<file path="src/ppr_consts.vh">
// Register offsets, field positions and reset values of the pin remap block
`ifndef PPR_CONSTS_VH
`define PPR_CONSTS_VH

// ----------------------------------------------------------------
// Register offsets
// ----------------------------------------------------------------
`define PPR_ADDR_IN_REMAP 8'h00
`define PPR_ADDR_OUT_REMAP 8'h01
`define PPR_ADDR_TM_EN0 8'h02
`define PPR_ADDR_TM_EN1 8'h03
`define PPR_ADDR_WAKE_EN 8'h04
`define PPR_ADDR_BITOP 8'h05
`define PPR_ADDR_DATA_BASE 8'h10
`define PPR_ADDR_DIR_BASE 8'h18
`define PPR_ADDR_PIN_BASE 8'h20

// ----------------------------------------------------------------
// Reset values
// ----------------------------------------------------------------
`define PPR_REMAP_RST 8'h00
`define PPR_PORT_RST 8'hff
`define PPR_TM_EN_RST 8'h00
`define PPR_WAKE_EN_RST 8'h00
`define PPR_RDATA_RST 8'h00

// ----------------------------------------------------------------
// Implemented-bit masks per variant (0 smallest .. 3 largest)
// ----------------------------------------------------------------
`define PPR_OUT_MASK_V0 8'h07
`define PPR_OUT_MASK_V1 8'h3f
`define PPR_OUT_MASK_V2 8'hff
`define PPR_IN_MASK_V0 8'h6f
`define PPR_IN_MASK_V1 8'hef
`define PPR_IN_MASK_V3 8'hff
`define PPR_TM_EN1_MASK 8'h1f

// ----------------------------------------------------------------
// Input remap fields
// ----------------------------------------------------------------
`define PPR_IN_TCLK2 7
`define PPR_IN_TCLK1 6
`define PPR_IN_TCLK0 5
`define PPR_IN_EXTIRQ2 4
`define PPR_IN_EXTIRQ1 3
`define PPR_IN_EXTIRQ0 2
`define PPR_IN_T1B_OUT1 1
`define PPR_IN_T1B_OUT0 0

// ----------------------------------------------------------------
// Timer output remap fields
// ----------------------------------------------------------------
`define PPR_OUT_T3_OUT1 7
`define PPR_OUT_T3_OUT0 6
`define PPR_OUT_T2_OUT1 5
`define PPR_OUT_T2_OUT0 4
`define PPR_OUT_T1B_OUT2 3
`define PPR_OUT_T1A_OUT 2
`define PPR_OUT_T0_OUT1 1
`define PPR_OUT_T0_OUT0 0

// ----------------------------------------------------------------
// Second enable register fields and bit-op command fields
// ----------------------------------------------------------------
`define PPR_EN1_TCLK0 2
`define PPR_EN1_TCLK1 3
`define PPR_EN1_TCLK2 4
`define PPR_BITOP_SET 7
`define PPR_BITOP_DIR 6
`define PPR_BITOP_PORT_LO 3
`define PPR_BITOP_BIT_LO 0

// ----------------------------------------------------------------
// Port letters
// ----------------------------------------------------------------
`define PPR_PORT_A 3'h0
`define PPR_PORT_C 3'h2
`define PPR_PORT_D 3'h3
`define PPR_PORT_E 3'h4
`define PPR_PORT_F 3'h5
`define PPR_PORT_G 3'h6

`endif

</file>
<file path="src/ppr_pin_remap.v">
// Pin remap multiplexer, general I/O port registers and port A wake-up
`default_nettype none
`include "ppr_consts.vh"

module ppr_pin_remap #(
	parameter [1:0] VARIANT = 2'd3,
	parameter [5:0] EXTIRQ2_PIN0 = 6'h05,
	parameter [5:0] EXTIRQ2_PIN1 = 6'h26
) (
	input wire clk_sys_in,
	input wire reset_in,
	input wire clk_en_in,
	input wire [7:0] reg_addr_in,
	input wire [7:0] reg_wdata_in,
	input wire reg_wr_in,
	input wire reg_rd_in,
	output wire [7:0] reg_rdata_out,
	input wire [63:0] port_pin_in,
	output wire [63:0] port_pin_out,
	output wire [63:0] port_pin_oe_out,
	input wire timer0_out_ch0_in,
	input wire timer0_out_ch1_in,
	input wire timer1_a_out_in,
	input wire timer1_b_out_ch0_in,
	input wire timer1_b_out_ch1_in,
	input wire timer1_b_out_ch2_in,
	input wire timer2_out_ch0_in,
	input wire timer2_out_ch1_in,
	input wire timer3_out_ch0_in,
	input wire timer3_out_ch1_in,
	output wire timer0_clock_in_out,
	output wire timer1_clock_in_out,
	output wire timer2_clock_in_out,
	output wire ext_irq0_in_out,
	output wire ext_irq1_in_out,
	output wire ext_irq2_in_out,
	input wire sleep_mode_in,
	output wire wake_out
);

	// ----------------------------------------------------------------
	// Variant decode
	// ----------------------------------------------------------------
	wire smallest = (VARIANT == 2'd0);
	wire [7:0] out_mask = (VARIANT == 2'd0) ? `PPR_OUT_MASK_V0 :
		(VARIANT == 2'd1) ? `PPR_OUT_MASK_V1 : `PPR_OUT_MASK_V2;
	wire [7:0] in_mask = (VARIANT == 2'd0) ? `PPR_IN_MASK_V0 :
		(VARIANT == 2'd3) ? `PPR_IN_MASK_V3 : `PPR_IN_MASK_V1;

	// ----------------------------------------------------------------
	// State
	// ----------------------------------------------------------------
	reg [7:0] input_pin_remap_r;
	reg [7:0] timer_output_pin_remap_r;
	reg [7:0] tm_en0_r;
	reg [7:0] tm_en1_r;
	reg [7:0] wake_en_r;
	reg [63:0] port_data_regs_r;
	reg [63:0] port_direction_regs_r;
	reg [63:0] pin_meta_r;
	reg [63:0] pin_sync_r;
	reg [7:0] porta_prev_r;
	reg [7:0] rdata_r;
	reg [63:0] pin_out_r;
	reg [63:0] pin_oe_r;
	reg [5:0] route_in_r;
	reg wake_r;

	// ----------------------------------------------------------------
	// Pin index of each timer output, by function and select bit
	// ----------------------------------------------------------------
	function [5:0] out_pin;
		input [3:0] f;
		input s;
		input sm;
		begin
			case (f)
				4'h0: out_pin = s ? {`PPR_PORT_D, 3'h0} : {`PPR_PORT_A, 3'h0};
				4'h1: out_pin = s ? {`PPR_PORT_D, 3'h1} : (sm ? {`PPR_PORT_A, 3'h7} : {`PPR_PORT_C, 3'h5});
				4'h2: out_pin = s ? {`PPR_PORT_D, 3'h2} : {`PPR_PORT_A, 3'h1};
				// timer 1 B outputs 0 and 1
				4'h3: out_pin = s ? {`PPR_PORT_D, 3'h3} : {`PPR_PORT_C, 3'h0};
				4'h4: out_pin = s ? {`PPR_PORT_D, 3'h4} : {`PPR_PORT_C, 3'h1};
				4'h5: out_pin = s ? {`PPR_PORT_D, 3'h5} : {`PPR_PORT_C, 3'h5};
				4'h6: out_pin = s ? {`PPR_PORT_D, 3'h6} : {`PPR_PORT_C, 3'h3};
				4'h7: out_pin = s ? {`PPR_PORT_D, 3'h7} : {`PPR_PORT_C, 3'h4};
				4'h8: out_pin = s ? {`PPR_PORT_F, 3'h0} : {`PPR_PORT_G, 3'h3};
				4'h9: out_pin = s ? {`PPR_PORT_F, 3'h1} : {`PPR_PORT_G, 3'h0};
				default: out_pin = 6'h00;
			endcase
		end
	endfunction

	// ----------------------------------------------------------------
	// Pin synchroniser
	// ----------------------------------------------------------------
	always @(posedge clk_sys_in)
	begin
		if (reset_in)
		begin
			pin_meta_r <= {8{`PPR_PORT_RST}};
			pin_sync_r <= {8{`PPR_PORT_RST}};
		end
		else if (clk_en_in)
		begin
			pin_meta_r <= port_pin_in;
			pin_sync_r <= pin_meta_r;
		end
	end

	// ----------------------------------------------------------------
	// Bit set/clear command
	// ----------------------------------------------------------------
	wire [2:0] bop_port = reg_wdata_in[`PPR_BITOP_PORT_LO +: 3];
	wire [2:0] bop_bit = reg_wdata_in[`PPR_BITOP_BIT_LO +: 3];
	wire bop_dir = reg_wdata_in[`PPR_BITOP_DIR];
	wire bop_set = reg_wdata_in[`PPR_BITOP_SET];
	wire bop_go = reg_wr_in && (reg_addr_in == `PPR_ADDR_BITOP);
	// Data target reads pin levels, so other output bits may change
	wire [7:0] bop_read = bop_dir ? port_direction_regs_r[{bop_port, 3'h0} +: 8]
		: pin_sync_r[{bop_port, 3'h0} +: 8];
	reg [7:0] bop_byte;

	always @*
	begin
		bop_byte = bop_read;
		bop_byte[bop_bit] = bop_set;
	end

	// ----------------------------------------------------------------
	// Register writes
	// ----------------------------------------------------------------
	localparam [7:0] DATA_BASE = `PPR_ADDR_DATA_BASE;
	localparam [7:0] DIR_BASE = `PPR_ADDR_DIR_BASE;
	localparam [7:0] PIN_BASE = `PPR_ADDR_PIN_BASE;
	wire wr_data = reg_wr_in && (reg_addr_in[7:3] == DATA_BASE[7:3]);
	wire wr_dir = reg_wr_in && (reg_addr_in[7:3] == DIR_BASE[7:3]);
	wire [2:0] wr_port = reg_addr_in[2:0];

	always @(posedge clk_sys_in)
	begin
		if (reset_in)
		begin
			input_pin_remap_r <= `PPR_REMAP_RST;
			timer_output_pin_remap_r <= `PPR_REMAP_RST;
			tm_en0_r <= `PPR_TM_EN_RST;
			tm_en1_r <= `PPR_TM_EN_RST;
			wake_en_r <= `PPR_WAKE_EN_RST;
			port_data_regs_r <= {8{`PPR_PORT_RST}};
			port_direction_regs_r <= {8{`PPR_PORT_RST}};
		end
		else if (clk_en_in && reg_wr_in)
		begin
			if (reg_addr_in == `PPR_ADDR_IN_REMAP)
				input_pin_remap_r <= reg_wdata_in & in_mask;
			if (reg_addr_in == `PPR_ADDR_OUT_REMAP)
				timer_output_pin_remap_r <= reg_wdata_in & out_mask;
			if (reg_addr_in == `PPR_ADDR_TM_EN0)
				tm_en0_r <= reg_wdata_in;
			if (reg_addr_in == `PPR_ADDR_TM_EN1)
				tm_en1_r <= reg_wdata_in & `PPR_TM_EN1_MASK;
			if (reg_addr_in == `PPR_ADDR_WAKE_EN)
				wake_en_r <= reg_wdata_in;
			if (wr_data)
				port_data_regs_r[{wr_port, 3'h0} +: 8] <= reg_wdata_in;
			if (wr_dir)
				port_direction_regs_r[{wr_port, 3'h0} +: 8] <= reg_wdata_in;
			if (bop_go && !bop_dir)
				port_data_regs_r[{bop_port, 3'h0} +: 8] <= bop_byte;
			if (bop_go && bop_dir)
				port_direction_regs_r[{bop_port, 3'h0} +: 8] <= bop_byte;
		end
	end

	// ----------------------------------------------------------------
	// Register reads
	// ----------------------------------------------------------------
	reg [7:0] rd_val;

	always @*
	begin
		rd_val = 8'h00;
		case (reg_addr_in)
			`PPR_ADDR_IN_REMAP: rd_val = input_pin_remap_r;
			`PPR_ADDR_OUT_REMAP: rd_val = timer_output_pin_remap_r;
			`PPR_ADDR_TM_EN0: rd_val = tm_en0_r;
			`PPR_ADDR_TM_EN1: rd_val = tm_en1_r;
			`PPR_ADDR_WAKE_EN: rd_val = wake_en_r;
			default:
			begin
				if (reg_addr_in[7:3] == DATA_BASE[7:3])
					rd_val = port_data_regs_r[{reg_addr_in[2:0], 3'h0} +: 8];
				else if (reg_addr_in[7:3] == DIR_BASE[7:3])
					rd_val = port_direction_regs_r[{reg_addr_in[2:0], 3'h0} +: 8];
				else if (reg_addr_in[7:3] == PIN_BASE[7:3])
					rd_val = pin_sync_r[{reg_addr_in[2:0], 3'h0} +: 8];
			end
		endcase
	end

	always @(posedge clk_sys_in)
	begin
		if (reset_in)
			rdata_r <= `PPR_RDATA_RST;
		else if (clk_en_in)
			rdata_r <= reg_rd_in ? rd_val : `PPR_RDATA_RST;
	end

	// ----------------------------------------------------------------
	// Output pin multiplexer
	// ----------------------------------------------------------------
	wire [9:0] tm_out = {timer3_out_ch1_in, timer3_out_ch0_in, timer2_out_ch1_in, timer2_out_ch0_in,
		timer1_b_out_ch2_in, timer1_b_out_ch1_in, timer1_b_out_ch0_in, timer1_a_out_in,
		timer0_out_ch1_in, timer0_out_ch0_in};
	wire [7:0] orm = timer_output_pin_remap_r;
	wire [7:0] irm = input_pin_remap_r;
	wire [9:0] tm_sel = {orm[`PPR_OUT_T3_OUT1], orm[`PPR_OUT_T3_OUT0], orm[`PPR_OUT_T2_OUT1],
		orm[`PPR_OUT_T2_OUT0], orm[`PPR_OUT_T1B_OUT2], irm[`PPR_IN_T1B_OUT1], irm[`PPR_IN_T1B_OUT0],
		orm[`PPR_OUT_T1A_OUT], orm[`PPR_OUT_T0_OUT1], orm[`PPR_OUT_T0_OUT0]};
	// Timers missing on a variant never claim a pin
	wire [9:0] tm_avail = (VARIANT == 2'd0) ? 10'h01f : (VARIANT == 2'd1) ? 10'h0ff : 10'h3ff;
	wire [9:0] tm_en = {tm_en1_r[1:0], tm_en0_r} & tm_avail;
	reg [63:0] drv_val;
	reg [63:0] drv_oe;
	reg [5:0] pidx;
	integer i;

	always @*
	begin
		pidx = 6'h00;
		// output level is the data register
		drv_val = port_data_regs_r;
		drv_oe = ~port_direction_regs_r;
		// lowest function number applied last, so it wins
		for (i = 9; i >= 0; i = i - 1)
		begin
			if (tm_en[i])
			begin
				pidx = out_pin(i[3:0], tm_sel[i], smallest);
				drv_val[pidx] = tm_out[i];
				drv_oe[pidx] = 1'b1;
			end
		end
	end

	always @(posedge clk_sys_in)
	begin
		if (reset_in)
		begin
			pin_out_r <= {8{`PPR_PORT_RST}};
			pin_oe_r <= 64'h0000000000000000;
		end
		else if (clk_en_in)
		begin
			pin_out_r <= drv_val;
			pin_oe_r <= drv_oe;
		end
	end

	// ----------------------------------------------------------------
	// Input routing
	// ----------------------------------------------------------------
	// timer clock and external interrupt pins
	wire tclk0 = irm[`PPR_IN_TCLK0] ? pin_sync_r[{`PPR_PORT_E, 3'h0}] : pin_sync_r[{`PPR_PORT_A, 3'h2}];
	wire tclk1 = irm[`PPR_IN_TCLK1] ? pin_sync_r[{`PPR_PORT_E, 3'h1}] : pin_sync_r[{`PPR_PORT_A, 3'h4}];
	wire tclk2 = irm[`PPR_IN_TCLK2] ? pin_sync_r[{`PPR_PORT_E, 3'h2}] : pin_sync_r[{`PPR_PORT_C, 3'h2}];
	wire irq0 = irm[`PPR_IN_EXTIRQ0] ? pin_sync_r[{`PPR_PORT_E, 3'h4}] : pin_sync_r[{`PPR_PORT_A, 3'h3}];
	wire irq1 = irm[`PPR_IN_EXTIRQ1] ? pin_sync_r[{`PPR_PORT_E, 3'h5}] : pin_sync_r[{`PPR_PORT_A, 3'h4}];
	wire irq2 = irm[`PPR_IN_EXTIRQ2] ? pin_sync_r[EXTIRQ2_PIN1] : pin_sync_r[EXTIRQ2_PIN0];

	always @(posedge clk_sys_in)
	begin
		if (reset_in)
			route_in_r <= 6'h00;
		else if (clk_en_in)
		begin
			route_in_r[0] <= tclk0 & tm_en1_r[`PPR_EN1_TCLK0];
			route_in_r[1] <= tclk1 & tm_en1_r[`PPR_EN1_TCLK1];
			route_in_r[2] <= tclk2 & tm_en1_r[`PPR_EN1_TCLK2] & (VARIANT != 2'd0);
			route_in_r[3] <= irq0;
			route_in_r[4] <= irq1;
			route_in_r[5] <= irq2 & (VARIANT == 2'd3);
		end
	end

	// ----------------------------------------------------------------
	// Port A wake-up
	// ----------------------------------------------------------------
	always @(posedge clk_sys_in)
	begin
		if (reset_in)
		begin
			porta_prev_r <= `PPR_PORT_RST;
			wake_r <= 1'b0;
		end
		else if (clk_en_in)
		begin
			porta_prev_r <= pin_sync_r[7:0];
			wake_r <= sleep_mode_in && |(porta_prev_r & ~pin_sync_r[7:0] & wake_en_r);
		end
	end

	assign reg_rdata_out = rdata_r;
	assign port_pin_out = pin_out_r;
	assign port_pin_oe_out = pin_oe_r;
	assign timer0_clock_in_out = route_in_r[0];
	assign timer1_clock_in_out = route_in_r[1];
	assign timer2_clock_in_out = route_in_r[2];
	assign ext_irq0_in_out = route_in_r[3];
	assign ext_irq1_in_out = route_in_r[4];
	assign ext_irq2_in_out = route_in_r[5];
	assign wake_out = wake_r;

endmodule // ppr_pin_remap
`default_nettype wire

</file>
<file path="config.mk">
export PLATFORM = sky130hd
export DESIGN_NAME = ppr_pin_remap
export DESIGN_NICKNAME = d
export VERILOG_FILES = /design/src/ppr_pin_remap.v
export VERILOG_INCLUDE_DIRS = /design/src /design/src/src
export SDC_FILE = /design/constraint.sdc
export NUM_CORES = 1
export LEC_CHECK = 0
export BUFFER_PORTS_ARGS = -buffer_cell sky130_fd_sc_hd__buf_2
export CAP_MARGIN = 20
export CELL_PAD_IN_SITES_DETAIL_PLACEMENT = 2
export CELL_PAD_IN_SITES_GLOBAL_PLACEMENT = 2
export CORE_MARGIN = 1.5
export CORE_UTILIZATION = 31
export DETAILED_ROUTE_END_ITERATION = 12
export GPL_TIMING_DRIVEN = 0
export PLACE_DENSITY = 0.75
export SLEW_MARGIN = 25
export SYNTH_ARGS = -nofsm -noshare
export SYNTH_HDL_FRONTEND = slang
export SYNTH_SLANG_ARGS = --single-unit
export TNS_END_PERCENT = 20
</file>
<file path="constraint.sdc">
create_clock -name clk_sys_in -period 6.7 [get_ports clk_sys_in]
set_clock_uncertainty 0.1 [all_clocks]
set_input_delay 1.34 -clock clk_sys_in [delete_from_list [all_inputs] [get_ports clk_sys_in]]
set_output_delay 1.34 -clock clk_sys_in [all_outputs]
set_load 0.02 [all_outputs]
</file>
==> results.py <==
metrics = {
    "setup_path": {
        "end_kind": "flip-flop",
        "critPathMaxFanout": 10,
        "crit_required_ns": 7.06,
        "crit_path_top_delay_cell": "clkbuf_1",
        "cp.arrival_ns": 5.59,
        "slowest_delay_ns": 0.88,
        "cpLargestDelayFamily": "buffers and inverters",
        "crit_chain": "buf_2, buf_2, clkbuf_1, inv_1, ha_1, ha_1, clkbuf_1, nor3b_1, nand4_1, mux2_2, o22ai_1, a21oi_1",
        "worst_setup_path_start_kind": "primary input",
        "rr_worst_depth": 5,
        "cp.buffers_inverters": 5,
        "cp.depth": 12,
        "path_class": "in -> reg",
    },
    "synthesis": {
        "ys_seq_area_share_pct": 42.4,
        "synth_simple_gate_area_share_pct": 14.8,
        "ys_warn_count": 0,
        "avgSynthCellArea_um2": 9.38,
        "synth-adder-area-share_pct": 0.478,
        "ys_async_sr_fraction_pct": 0,
        "synthMuxAreaShare_pct": 22.4,
        "netlist_instances": 2235,
        "ys_seq_elements": 444,
        "synth_edf_count": 0,
        "synth-xor-area-share_pct": 0,
        "synth_compound_area_share_pct": 15.8,
        "syn-cell-area_um2": 21000,
        "yosys.cell_types.count": 70,
        "synth_nets": 2339,
        "synth_top_family_by_area": "multiplexers",
        "ys.flop_type": "dfxtp_1",
    },
    "sta": {
        "min_period_ns": 5.22,
        "hold_violations": 0,
        "min_period_over_period_pct": 78.0,
        "fmax_ghz": 0.191,
        "rsz0062_at_grt": "no",
        "worst_slew_pin_slew_ns": 1.12,
        "finalSetupViolations": 0,
        "fin_hold_ws_ns": 0.366,
        "setup_total_negative_slack_ns": 0,
        "slew_viol_final": 0,
        "relSlewSlack_pct": 25.6,
    },
    "global_route": {
        "grt.total_usage_pct": 32.3,
        "grt-ovfl-total": 0,
        "grt_pass1_wl_um": 161000,
        "antenna_found_initial": 8,
        "grt_max_degree": 14,
        "first_global_vias": 22100,
    },
    "layout": {
        "multi_input_area_um2": 11200,
        "syn_to_final_growth_pct": 19.5,
        "nNetsFinal": 2625,
        "drive_above_1_share_pct": 20.8,
        "regArea_um2": 8890,
        "fillers": 7443,
        "postLayoutCoreUtil_pct": 37.4,
    },
    "clocking": {
        "clock_latency_ns": 0.61,
        "cts_setup_buffers": 0,
        "cts_root_buf": "clkbuf_16",
        "ctsResizeCount": 0,
        "cts_tree": "built",
        "cts.sinks": 444,
        "path_clk_slew_ns": 0.06,
        "clock_path_buffers": 3,
        "holdBufCountCts": 0,
        "cts-buffers-inserted": 50,
        "cts.htree.levels": 2,
    },
    "power_and_ir_drop": {
        "pwr_density_cell_nw_per_um2": 259,
        "vdd_ir_drop_max_mv": 0.171,
        "leakagePower_uw": 0.00960,
    },
    "drt": {
        "drt-initial-drc-count": 2299,
        "drc": 0,
        "vias_per_cell": 6.13,
        "antenna_left": 0,
        "vias": 21000,
        "drt_wl_total_um": 114000,
        "wl_per_cell_um": 33.2,
        "dr.pass1.iters": 6,
    },
    "die": {
        "fp.coreArea_um2": 67000,
        "die_h_um": 263,
        "fp.dieW_um": 263,
        "start_util_pct": 31.3,
        "fp-row-count": 95,
        "die_area_um2": 69200,
        "ioPinCount": 239,
    },
    "worst_hold_path": {
        "hold_class": "reg -> reg",
        "whs_path_depth": 2,
    },
    "status": {
        "outcome": "completed",
    },
    "flow_run": {
        "cap_viol_max_count": 0,
    },
    "placement": {
        "place.gp.congestion": 1.01,
        "hpwlAfterDp_um": 86300,
        "numPortBuffers": 234,
    },
}
layout by cell type (no fill, tap or decap), types with 8 or more instances in the layout:
master and count:
dfxtp_1 444, nand2_1 313, buf_2 258, mux2i_1 243
nor2_1 186, a21oi_1 144, clkbuf_1 116, a211oi_1 89
o22ai_1 78, mux2_2 73, mux4_2 64, nand3_1 57
clkbuf_16 53, o21ai_0 48, nor3_1 42, inv_1 27
buf_1 21, nor2b_1 20, nand4_1 20, o221ai_1 19
a22oi_1 16, a2111oi_0 15, a311oi_1 14, clkbuf_8 14
a221oi_1 13, o211ai_1 11, clkbuf_2 9, a31oi_1 8
o221a_2 8, ha_1 8
registers in the layout, indices dropped and copies added, names as in the netlist:
name and flops:
pin_meta_r 64, tm_en1_r 5, porta_prev_r 8, port_pin_oe_out 64, port_data_regs_r 64, wake_en_r 8
port_pin_out 64, input_pin_remap_r 8, pin_sync_r 64, tm_en0_r 8, orm 8, reg_rdata_out 8
route_in_r 6, port_direction_regs_r 64, wake_out 1
worst register-to-register path: stages, from the launching register on:
cell and delay [ns]:
dfxtp_1 0.51, mux4_2 0.57, a221oi_1 0.33, a22o_1 0.76, buf_2 0.54, o221ai_1 0.17
cell families (layout without fill, tap and decap cells):
logic type      Yosys count  count (layout)
flops                   444             444
mux                     380             380
other cells               0               1
buf+inv                 206             531
fa+ha+maj                 8               8
simple gates            697             697
compound gates          500             500
layout make-up:
cell class              count  share of cell area (%)
well taps                 873                    4.36
diodes                      1                 0.00999
flip-flops and latches    444                    35.5
multi-input cells        1585                    44.8
clock inverters            16                   0.954
inverters                  32                   0.480
clock buffers              75                    6.19
plain buffers             174                    3.08
repair buffers            234                    4.68
metal layers:
metal | global-route usage (%) | part of all wire [%]
met1 | 40.3 | 40
met2 | 53.1 | 47
met3 | 7.22 | 8.7
met4 | 14.6 | 4.9
met5 | 0 | 0.030
synth_stat cells (3+ instances only):
cell type    n  area [um^2]
ha_1         8          100
dfxtp_1    444         8890
o211ai_1    11         82.6
a2111oi_0   16          140
nor2_1     186          698
nor3b_1      7         52.6
a21oi_1    144          721
o22ai_1     78          488
nand4_1     20          125
mux4_2      64         1440
nor2_2       3         18.8
clkbuf_1   116          435
nor2b_1     20          125
nand2_1    313         1170
o21ai_0     48          240
a211oi_1    89          668
and3b_1      5         43.8
mux2i_1    243         2430
a32o_2       4         45.0
mux2_2      73          822
nand3_1     57          285
a22o_1       5         43.8
and3_1       5         31.3
a221oi_1    13          114
buf_4        6         45.0
nand2b_1     7         43.8
buf_2       24          120
o21ai_1      7         35.0
o221ai_1    19          166
nor3_1      45          225
o221a_2      8         90.1
inv_1       27          101
and2_1       3         18.8
nand3b_1     7         52.6
o31ai_1      5         37.5
buf_1       22         82.6
a311oi_1    14          123
a31oi_1      8         50.1
a22oi_1     16          120
clkinv_1     3         11.3
buf_6        5         56.3
path summary, 6_finish.rpt:
path | end | from | slack [ns]
setup / recovery | port_direction_regs_r[38]$_SDFFE_PP1P_ | reg_addr_in[1] | 1.48
hold / removal | reg_rdata_out[5]$_SDFFE_PP0P_ | reg_rdata_out[5]$_SDFFE_PP0P_ | 0.37
setup reg to reg | port_direction_regs_r[1]$_SDFFE_PP1P_ | port_direction_regs_r[41]$_SDFFE_PP1P_ | 3.58
hold reg to reg | reg_rdata_out[5]$_SDFFE_PP0P_ | reg_rdata_out[5]$_SDFFE_PP0P_ | 0.37
through the flow:
stage	instance area (um^2)	power (uW)	instances	setup slack, ns
after CTS	25000	6510	3433	1.66
after floorplan	21000	3160	2235	2.69
final	25000	6490	3434	1.48
after global routing	25000	6650	3433	1.45
after global placement	23200	3480	3342	1.08
after detailed placement	23200	3500	3342	1.05
power by group:
group / internal (uW) / switching (uW) / total [uW] / leakage, uW
Combinational: 198 / 502 / 700 / 0.00510
Sequential: 2700 / 65.9 / 2770 / 0.00362
Clock: 1820 / 1200 / 3020 / 0.000880
Total: 4720 / 1770 / 6490 / 0.00960
No activity file was read; power rests on OpenSTA's default activity.
